## config.mk

```make
export PLATFORM = sky130hd
export DESIGN_NAME = pmic_channel_config_regs
export DESIGN_NICKNAME = d
export VERILOG_FILES = /design/src/hw/pmic_cfg_pkg.sv /design/src/hw/pmic_channel_config_regs.sv
export SDC_FILE = /design/constraint.sdc
export NUM_CORES = 1
export LEC_CHECK = 0
export BUFFER_PORTS_ARGS = -buffer_cell sky130_fd_sc_hd__buf_4
export CAP_MARGIN = 30
export CORE_MARGIN = 2
export CORE_UTILIZATION = 50
export DETAILED_ROUTE_END_ITERATION = 12
export PLACE_DENSITY = 0.81
export SETUP_SLACK_MARGIN = 0.1
export SLEW_MARGIN = 20
export SYNTH_ARGS = -nofsm -noshare
export SYNTH_HDL_FRONTEND = slang
export SYNTH_SLANG_ARGS = --single-unit
```

## constraint.sdc

```tcl
create_clock -name mclk -period 2.26 [get_ports mclk]
set_clock_uncertainty 0.1 [all_clocks]
set_input_delay 0.339 -clock mclk [delete_from_list [all_inputs] [get_ports mclk]]
set_output_delay 0.339 -clock mclk [all_outputs]
set_load 0.02 [all_outputs]
```

## src/hw/pmic_cfg_pkg.sv

```systemverilog
// pmic_cfg_pkg: register indices, reset values, field positions and carriers
// for the channel configuration register slice.
// assumes an AHB-Lite word bus where byte address = 4 * register index.
`default_nettype none

package pmic_cfg_pkg;

    // register indices; byte address is index * 4
    localparam logic [5:0] IDX_DELAY = 6'h1e;
    localparam logic [5:0] IDX_UNUSED = 6'h1f;
    localparam logic [5:0] IDX_SLOPE = 6'h20;
    localparam logic [5:0] IDX_ZFREQ = 6'h21;
    localparam logic [5:0] IDX_CTL = 6'h22;
    localparam logic [5:0] IDX_SOFT_RESET_TRIGGER = 6'h23;
    localparam logic [5:0] IDX_FLAGS = 6'h30;
    localparam logic [5:0] IDX_CH1OPT = 6'h31;
    localparam logic [5:0] IDX_CH12_COMPENSATION = 6'h32;

    // reset values
    localparam logic [7:0] RST_DELAY = 8'h05;
    localparam logic [7:0] RST_UNUSED = 8'h00;
    localparam logic [7:0] RST_SLOPE = 8'h04;
    localparam logic [7:0] RST_ZFREQ = 8'h40;
    localparam logic [7:0] RST_CTL = 8'h07;
    localparam logic [7:0] RST_SOFT_RESET_TRIGGER = 8'h00;
    localparam logic [7:0] RST_FLAGS = 8'h00;
    localparam logic [7:0] RST_CH1OPT = 8'h02;
    localparam logic [7:0] RST_CH12_COMPENSATION = 8'h00;

    // implemented bits; the rest read as zero
    localparam logic [7:0] MASK_DELAY = 8'h3f;
    localparam logic [7:0] MASK_FULL = 8'hff;
    localparam logic [7:0] MASK_ZFREQ = 8'h70;
    localparam logic [7:0] MASK_CTL = 8'h7f;
    localparam logic [7:0] MASK_CH1OPT = 8'h0f;
    localparam logic [7:0] MASK_CH12_COMPENSATION = 8'hf0;

    localparam logic [7:0] SOFT_RESET_TRIGGER_TRIGGER = 8'h55;

    // field positions
    localparam int CTL_FORCE_BIT = 6;
    localparam int CTL_PG_TYPE_BIT = 3;
    localparam int CTL_AUX_LSB = 4;
    localparam int CH1_TH_LSB = 2;
    localparam int CH1_PSKIP_BIT = 1;
    localparam int CH1_STEPDOWN_BIT = 0;
    localparam int ZF_BAND_LSB = 5;
    localparam int ZF_EXT_BIT = 4;
    localparam int CMP_LF_LSB = 6;
    localparam int CMP_HF_LSB = 4;
    localparam int CTL_PSKIP_LSB = 0;
    localparam int DELAY_LSB = 0;
    localparam int SLP_CH4_LSB = 6;
    localparam int SLP_CH3_LSB = 4;
    localparam int SLP_CH2_LSB = 2;
    localparam int SLP_CH1_LSB = 0;

    // delay step of the channel-3 limit timer code
    localparam int DELAY_STEP_US = 1050;

    localparam logic [1:0] HTRANS_NONSEQ = 2'b10;
    localparam logic HRESP_OKAY = 1'b0;

    typedef enum logic {PH_IDLE = 1'b0, PH_WRITE = 1'b1} phase_t;

    typedef struct packed {
        logic hsel;
        logic [31:0] haddr;
        logic [1:0] htrans;
        logic hwrite;
        logic [2:0] hsize;
        logic hready;
        logic [31:0] hwdata;
    } ahb_req_t;

    typedef struct packed {
        logic hreadyout;
        logic hresp;
        logic [31:0] hrdata;
    } ahb_rsp_t;

    typedef struct packed {
        logic [5:0] ch3_delay_code;
        logic [1:0] ch4_slope_select;
        logic [1:0] ch3_ramp_select;
        logic [1:0] ch2_slope_select;
        logic [1:0] ch1_slope_select;
        logic [1:0] ch3_filter_band;
        logic ch3_ext_transistor_limit;
        logic [1:0] aux_regulator_voltage;
        logic [2:0] pulse_skip_ch432;
        logic ch1_pulse_skip;
        logic [1:0] ch1_transition_threshold;
        logic step_down_only;
        logic [1:0] ch2_lf_pole_select;
        logic [1:0] ch2_hf_gain_select;
    } cfg_fields_t;

endpackage : pmic_cfg_pkg

`default_nettype wire

```

## src/hw/pmic_channel_config_regs.sv

```systemverilog
// pmic_channel_config_regs: channel configuration and status registers
// behind an AHB-Lite slave, zero wait states.
// assumes single-word transfers and synchronous inputs on mclk.
//
// How it works
// - the channel-3 delay code is six bits, 1.05 ms a step, reset code 5.
// - writing 0x55 to the soft reset register starts a soft reset.
// - a soft reset restores every default except flags set by a same-cycle hard short event, and shuts the device down.
// - control bit 6 lets switch one bypass global enable and disables its current limit.
// - forced switch one follows only its enable bit, even with enable low.
// - the aux regulator field is two bits with default code 00.
// - control bit 3 picks open drain (0) or push-pull (1) for power good.
// - control bits 2..0 enable pulse skipping on channels 4..2, default 1.
// - the hard-short flag register is read-only sticky, reset to 0.
// - the channel-1 threshold field is two bits, default 00.
// - channel-1 options bit 1 pulse skip (default 1), bit 0 step-down only.
// - channel-3 filter band is bits 6:5 with default code 10.
// - channel-3 external transistor limit bit 4 defaults to 0.
// - channel-2 low-frequency pole field is bits 7:6, default 00.
// - channel-2 high-frequency gain field is bits 5:4, default 00.
`timescale 1ns/100ps
`default_nettype none

module pmic_channel_config_regs
(
    input wire logic mclk,
    input wire logic rst_b,
    input wire pmic_cfg_pkg::ahb_req_t ahb_req,
    output pmic_cfg_pkg::ahb_rsp_t ahb_rsp,
    input wire logic [7:0] hard_short_event,
    input wire logic global_enable,
    input wire logic channel_one_enable_reg,
    input wire logic power_good_level,
    output pmic_cfg_pkg::cfg_fields_t cfg,
    output logic soft_reset_pulse,
    output logic load_switch_one,
    output logic switch_one_limit_enable,
    output logic power_good_out,
    output logic power_good_oe
);

    ////////////////////////////////////////////////////////////////////////
    // state

    typedef struct packed {
        logic [7:0] delay;
        logic [7:0] unused;
        logic [7:0] slope;
        logic [7:0] zfreq;
        logic [7:0] ctl;
        logic [7:0] soft_reset_trigger;
        logic [7:0] flags;
        logic [7:0] ch1opt;
        logic [7:0] ch12_compensation;
        pmic_cfg_pkg::phase_t phase;
        logic [5:0] index;
        logic [31:0] rdata;
        logic sreset;
    } state_t;

    state_t cur;
    state_t next_cur;

    function automatic logic [7:0] read_reg(input state_t s,
                                            input logic [5:0] idx);
        logic [7:0] v;
        v = 8'h00;
        case (idx)
            pmic_cfg_pkg::IDX_DELAY: v = s.delay;
            pmic_cfg_pkg::IDX_UNUSED: v = s.unused;
            pmic_cfg_pkg::IDX_SLOPE: v = s.slope;
            pmic_cfg_pkg::IDX_ZFREQ: v = s.zfreq;
            pmic_cfg_pkg::IDX_CTL: v = s.ctl;
            pmic_cfg_pkg::IDX_SOFT_RESET_TRIGGER: v = s.soft_reset_trigger;
            pmic_cfg_pkg::IDX_FLAGS: v = s.flags;
            pmic_cfg_pkg::IDX_CH1OPT: v = s.ch1opt;
            pmic_cfg_pkg::IDX_CH12_COMPENSATION: v = s.ch12_compensation;
            default: v = 8'h00;
        endcase
        return v;
    endfunction : read_reg

    logic addr_ok;
    logic take;
    logic [7:0] wbyte;

    assign addr_ok = (ahb_req.haddr[31:8] == 24'h000000)
        && (ahb_req.haddr[1:0] == 2'b00);
    assign take = ahb_req.hsel && ahb_req.hready
        && (ahb_req.htrans == pmic_cfg_pkg::HTRANS_NONSEQ);
    assign wbyte = ahb_req.hwdata[7:0];

    ////////////////////////////////////////////////////////////////////////
    // next state

    always_comb
    begin
        next_cur = cur;
        next_cur.sreset = 1'b0;
        // data phase of a write
        if (cur.phase == pmic_cfg_pkg::PH_WRITE)
        begin
            case (cur.index)
                pmic_cfg_pkg::IDX_DELAY:
                    next_cur.delay = wbyte & pmic_cfg_pkg::MASK_DELAY;
                pmic_cfg_pkg::IDX_UNUSED:
                    next_cur.unused = wbyte;
                pmic_cfg_pkg::IDX_SLOPE:
                    next_cur.slope = wbyte;
                pmic_cfg_pkg::IDX_ZFREQ:
                    next_cur.zfreq = wbyte & pmic_cfg_pkg::MASK_ZFREQ;
                pmic_cfg_pkg::IDX_CTL:
                    next_cur.ctl = wbyte & pmic_cfg_pkg::MASK_CTL;
                pmic_cfg_pkg::IDX_SOFT_RESET_TRIGGER:
                    next_cur.soft_reset_trigger = wbyte;
                pmic_cfg_pkg::IDX_CH1OPT:
                    next_cur.ch1opt = wbyte & pmic_cfg_pkg::MASK_CH1OPT;
                pmic_cfg_pkg::IDX_CH12_COMPENSATION:
                    next_cur.ch12_compensation = wbyte & pmic_cfg_pkg::MASK_CH12_COMPENSATION;
                default:
                    next_cur.index = cur.index; // flags are read-only
            endcase
            if (cur.index == pmic_cfg_pkg::IDX_SOFT_RESET_TRIGGER
                && wbyte == pmic_cfg_pkg::SOFT_RESET_TRIGGER_TRIGGER)
            begin
                // every register back to default
                next_cur.delay = pmic_cfg_pkg::RST_DELAY;
                next_cur.unused = pmic_cfg_pkg::RST_UNUSED;
                next_cur.slope = pmic_cfg_pkg::RST_SLOPE;
                next_cur.zfreq = pmic_cfg_pkg::RST_ZFREQ;
                next_cur.ctl = pmic_cfg_pkg::RST_CTL;
                next_cur.soft_reset_trigger = pmic_cfg_pkg::RST_SOFT_RESET_TRIGGER;
                next_cur.flags = pmic_cfg_pkg::RST_FLAGS;
                next_cur.ch1opt = pmic_cfg_pkg::RST_CH1OPT;
                next_cur.ch12_compensation = pmic_cfg_pkg::RST_CH12_COMPENSATION;
                next_cur.sreset = 1'b1;
            end
        end
        // sticky flags: a new event wins over the soft reset clear
        next_cur.flags = next_cur.flags | hard_short_event;
        // address phase
        next_cur.phase = pmic_cfg_pkg::PH_IDLE;
        if (take)
        begin
            next_cur.index = addr_ok ? ahb_req.haddr[7:2] : 6'h00;
            if (ahb_req.hwrite)
            begin
                next_cur.phase = pmic_cfg_pkg::PH_WRITE;
            end
            else
            begin
                next_cur.rdata = {24'h000000,
                    addr_ok ? read_reg(cur, ahb_req.haddr[7:2]) : 8'h00};
            end
        end
    end

    always_ff @(posedge mclk or negedge rst_b)
    begin
        if (!rst_b)
        begin
            cur <= '{delay: pmic_cfg_pkg::RST_DELAY,
                     unused: pmic_cfg_pkg::RST_UNUSED,
                     slope: pmic_cfg_pkg::RST_SLOPE,
                     zfreq: pmic_cfg_pkg::RST_ZFREQ,
                     ctl: pmic_cfg_pkg::RST_CTL,
                     soft_reset_trigger: pmic_cfg_pkg::RST_SOFT_RESET_TRIGGER,
                     flags: pmic_cfg_pkg::RST_FLAGS,
                     ch1opt: pmic_cfg_pkg::RST_CH1OPT,
                     ch12_compensation: pmic_cfg_pkg::RST_CH12_COMPENSATION,
                     phase: pmic_cfg_pkg::PH_IDLE,
                     index: 6'h00,
                     rdata: 32'h00000000,
                     sreset: 1'b0};
        end
        else
        begin
            cur <= next_cur;
        end
    end

    ////////////////////////////////////////////////////////////////////////
    // outputs

    assign ahb_rsp.hreadyout = 1'b1;
    assign ahb_rsp.hresp = pmic_cfg_pkg::HRESP_OKAY;
    assign ahb_rsp.hrdata = cur.rdata;

    assign cfg.ch3_delay_code =
        cur.delay[pmic_cfg_pkg::DELAY_LSB +: 6];
    assign cfg.ch4_slope_select =
        cur.slope[pmic_cfg_pkg::SLP_CH4_LSB +: 2];
    assign cfg.ch3_ramp_select =
        cur.slope[pmic_cfg_pkg::SLP_CH3_LSB +: 2];
    assign cfg.ch2_slope_select =
        cur.slope[pmic_cfg_pkg::SLP_CH2_LSB +: 2];
    assign cfg.ch1_slope_select =
        cur.slope[pmic_cfg_pkg::SLP_CH1_LSB +: 2];
    assign cfg.ch3_filter_band =
        cur.zfreq[pmic_cfg_pkg::ZF_BAND_LSB +: 2];
    assign cfg.ch3_ext_transistor_limit =
        cur.zfreq[pmic_cfg_pkg::ZF_EXT_BIT];
    assign cfg.aux_regulator_voltage =
        cur.ctl[pmic_cfg_pkg::CTL_AUX_LSB +: 2];
    assign cfg.pulse_skip_ch432 =
        cur.ctl[pmic_cfg_pkg::CTL_PSKIP_LSB +: 3];
    assign cfg.ch1_pulse_skip = cur.ch1opt[pmic_cfg_pkg::CH1_PSKIP_BIT];
    assign cfg.ch1_transition_threshold =
        cur.ch1opt[pmic_cfg_pkg::CH1_TH_LSB +: 2];
    assign cfg.step_down_only =
        cur.ch1opt[pmic_cfg_pkg::CH1_STEPDOWN_BIT];
    assign cfg.ch2_lf_pole_select =
        cur.ch12_compensation[pmic_cfg_pkg::CMP_LF_LSB +: 2];
    assign cfg.ch2_hf_gain_select =
        cur.ch12_compensation[pmic_cfg_pkg::CMP_HF_LSB +: 2];

    // soft reset shuts down regardless of global enable
    assign soft_reset_pulse = cur.sreset;

    logic force_on;
    assign force_on = cur.ctl[pmic_cfg_pkg::CTL_FORCE_BIT];
    assign switch_one_limit_enable = !force_on;
    assign load_switch_one = force_on ? channel_one_enable_reg
        : (channel_one_enable_reg && global_enable);

    // open drain only pulls low; push-pull always drives
    logic pg_cmos;
    assign pg_cmos = cur.ctl[pmic_cfg_pkg::CTL_PG_TYPE_BIT];
    assign power_good_out = pg_cmos ? power_good_level : 1'b0;
    assign power_good_oe = pg_cmos ? 1'b1 : !power_good_level;

    ////////////////////////////////////////////////////////////////////////
    // checks

    logic data_wr;
    logic soft_reset_trigger_wr;
    assign data_wr = cur.phase == pmic_cfg_pkg::PH_WRITE;
    assign soft_reset_trigger_wr = data_wr && (cur.index == pmic_cfg_pkg::IDX_SOFT_RESET_TRIGGER);
endmodule : pmic_channel_config_regs

`default_nettype wire

```

==> results.md <==
* Worst Tran Pin Value at between 0.7 and 0.8 ns
* GPL Wtd Cong at 0.928
* Remaining global-route overflow at 0
* Number of global-route vias before repair at 3064
* CTS root buf: clkbuf_8
* TritonCTS Buffers at 9
* Die W at approximately 95 µm
* Clk Latency, worst-skew pair at approximately 0.36 ns
* Most frequent cells in the layout: buf_4 (112), dfrtp_1 (64), mux2_2 (39)
* Critical Path Source Type: flip-flop
* Initial antenna violation count at 0
* Worst slew margin relative to its limit at roughly 52%
* Design Area, Final at 4930 µm²
* Largest family of logic cells by synthesized area: simple AND/OR/NAND/NOR gates
* Minimum clock period at 2.11 ns
* RSZ-0062 raised after global routing: no
* Fin nets at roughly 530
* Via count at 3185
* Adder-cell share of the synthesized area at 0%
* Commonest non-fill, non-tap cell in the layout: buf_4
* Ant. Diodes at 0
* CP Capture Type: flip-flop
* Syn Area/Cell at 10.9 µm²
* Drt first-iter violations at roughly 190
* Cell variety after synth at 54
* Final ANT Viol Nets at 0
* # IOs at around 150
* Filler Cell Count at slightly below 700
* Gate power share at 10.8%
* FMAX at 475 MHz
* Sequential area share after synthesis at 44.2%
* Status: finished, final reports clean
* #FFs+latches synth at a little over 70
* # H-tree levels at 3
* Area fraction of the dominant cell type after synthesis at 39.0%
* Ys async rst share at 100%
* Share of cells above drive strength 1 at ~44%
* Hold Violations, Final at 0
* # port buffers at 100
* Postcts setup bufs at 0
* DP Area at 4650 µm²
* Routed wl met3 at roughly 1.1 mm
* P_leak at 2.29 nW
* Crit path DAT at 2.26 ns
* Post-DP HPWL at 7.55 mm
* Pwr Density at 613 nW/µm²
* Sw Ratio at 22.9%
* DR vias/cell at 5.70
* Post-Synth XOR/XNOR Area at 0%
* Synth Flop Type: dfrtp_1
* Max-cap viol count at 0
* DR WL met2 at 4.79 mm
* Multiplexer area fraction after synthesis at 14.6%
* Post-Syn Area at 4100 µm²
* DIE HEIGHT at 94.6 µm
* CP Data Required Time at 2.42 ns
* Die area at 8950 µm²
* Initial Util at 50.7%
* Final setup violation count at 0
* Total GRT Usage at between 20% and 30%
* Synth Area in Simple Gates at 17.6%
* Drc violations at 0
* Wire per inst at roughly 18 µm
* Final wirelength at 10.2 mm
* Hold Crit Class: primary input to flip-flop
* TritonCTS clock tree: done
* DR top layer: met4
* First-pass GRT wire length at approximately 16 mm
* Max-slew violations at 0
* Power share of the clock group at 45.3%
* Drt pass-1 iters at 4
* Gate count of the mapped netlist at 377
* Met1 wire length at 4.16 mm
* Worst-path fanout max at 5
* Synth top area cells: dfrtp_1 (39%), buf_4 (12%), mux2_2 (11%)
* Setup TNS at 0 ns
* Final period utilization at between 90% and 100%
* # rows at 33
* Net Sw Power at 693 µW
* Synth Warn # at 0
* Internal at 2.33 mW
* Post-synth EDFFs at 0
* Sink Count at 72
* CTS clk-pin slew, worst paths at 0.08 ns
* Setup CP Type: flip-flop to flip-flop
* Core area at 8090 µm²
* Maximum clock path buffer count at 2
* P&R area growth vs syn at 20.3%
* Flop pwr share at 44.0%
* Area leader, netlist: dfrtp_1
* Peak VDD IR at 0.000318 V
* Largest net degree at the start of global routing at 44
* Synth Area in Compound Gates at 10.0%
## final timing paths
kind,endpoint,cells after the start,slack (ns),startpoint
setup / recovery,cfg[14]$_DFFE_PN0P_,4,0.15,cur[37]$_DFFE_PN0P_
hold / removal,cur[58]$_DFF_PN0_,2,0.05,hard_short_event[2]
setup reg to reg,cfg[14]$_DFFE_PN0P_,4,0.15,cur[37]$_DFFE_PN0P_
hold reg to reg,cur[61]$_DFF_PN0_,1,0.38,cur[61]$_DFF_PN0_
max in group asynchronous,cfg[9]$_DFFE_PN1P_,3,1.09,rst_b
min in group asynchronous,cfg[12]$_DFFE_PN0P_,2,0.33,rst_b
## sequential cells by signal (all words and copies together) (netlist names)
name and count:
ahb_rsp 8, cfg 30, cur 32, data_wr 1, soft_reset_pulse 1
## metal layers
metal / track usage (%) / vias to the layer above
met4: 9.42 / 0
met5: 0 / -
met2: 37.3 / 170
li1: - / 1433
met1: 31.0 / 1564
met3: 6.38 / 18
## critical path, stage by stage (launching register included)
cell	delay, ns
dfrtp_1	0.46
or4b_4	0.62
or3_4	0.41
nand2_2	0.09
mux2_2	0.32
## metrics by stage
| step | utilization (%) | hold WS [ns] | setup slack [ns] | power, mW | instances |
|---|---|---|---|---|---|
| 5_1_grt | 61.0 | 0.0526 | 0.115 | 3.12 | 559 |
| 3_3_place_gp | 57.5 | 0.189 | 0.182 | 1.67 | 542 |
| 2_1_floorplan | - | -0.0566 | 0.254 | 1.55 | 401 |
| 6_report | 61.0 | 0.0519 | 0.153 | 3.02 | 559 |
| 3_5_place_dp | 57.5 | 0.193 | 0.169 | 1.68 | 542 |
| 4_1_cts | 60.9 | 0.0410 | 0.157 | 3.04 | 559 |
## logic make-up (layout without fill, tap and decap cells)
logic type	Yosys count	in the layout
buffers and inverters	82	135
multiplexers	51	51
AND/OR/NAND/NOR	114	114
flip-flops	72	72
AO/OA/AOI/OAI	56	56
other	2	26
## final cells by class
class | instances | area [µm²] | share of cell area [%]
inverter | 5 | 18.8 | 0.380
timing repair buffer | 114 | 871 | 17.7
clock buffer | 11 | 141 | 2.87
tap | 105 | 131 | 2.66
sequential | 72 | 1810 | 36.7
multi-input combinational | 247 | 1830 | 37.1
clock inverter | 5 | 128 | 2.59
## power by group through the flow
stage | Clock [mW] | Combinational (mW) | Sequential, mW
2_1_floorplan | 0 | 0.204 | 1.35
3_3_place_gp | 0 | 0.318 | 1.35
3_5_place_dp | 0 | 0.324 | 1.35
4_1_cts | 1.38 | 0.326 | 1.33
5_1_grt | 1.44 | 0.353 | 1.33
6_report | 1.37 | 0.326 | 1.33
## what timing repair did
item | in CTS | in global routing
gates resized for setup | 0 | 1
hold endpoints to repair | 24 | 0
hold buffers | 1 | 0
endpoints found under the setup margin | 0 | 4
## Yosys cell counts, types with 2 or more instances
cell,number
mux2_4,3
mux2_2,39
nor4b_1,3
dfstp_2,8
nand3_1,13
a222oi_1,2
a32oi_1,2
dfrtp_1,64
a22o_1,7
nor2_1,8
nor3_1,3
and4b_1,3
mux4_2,2
conb_1,2
nand4_1,10
a22o_2,5
o22ai_1,2
or2_2,2
and2_1,7
nand4b_1,3
a21oi_1,4
clkbuf_1,9
inv_1,5
nand2_1,27
buf_2,3
buf_4,64
mux2i_1,7
nand3b_1,2
and3_1,4
and4_1,2
a21o_1,9
o21ai_0,17
nor3b_1,3
nor4_1,7
a22oi_1,3
and4bb_2,2
nand2b_1,4
Note: power is estimated with default switching activity, not from simulation.
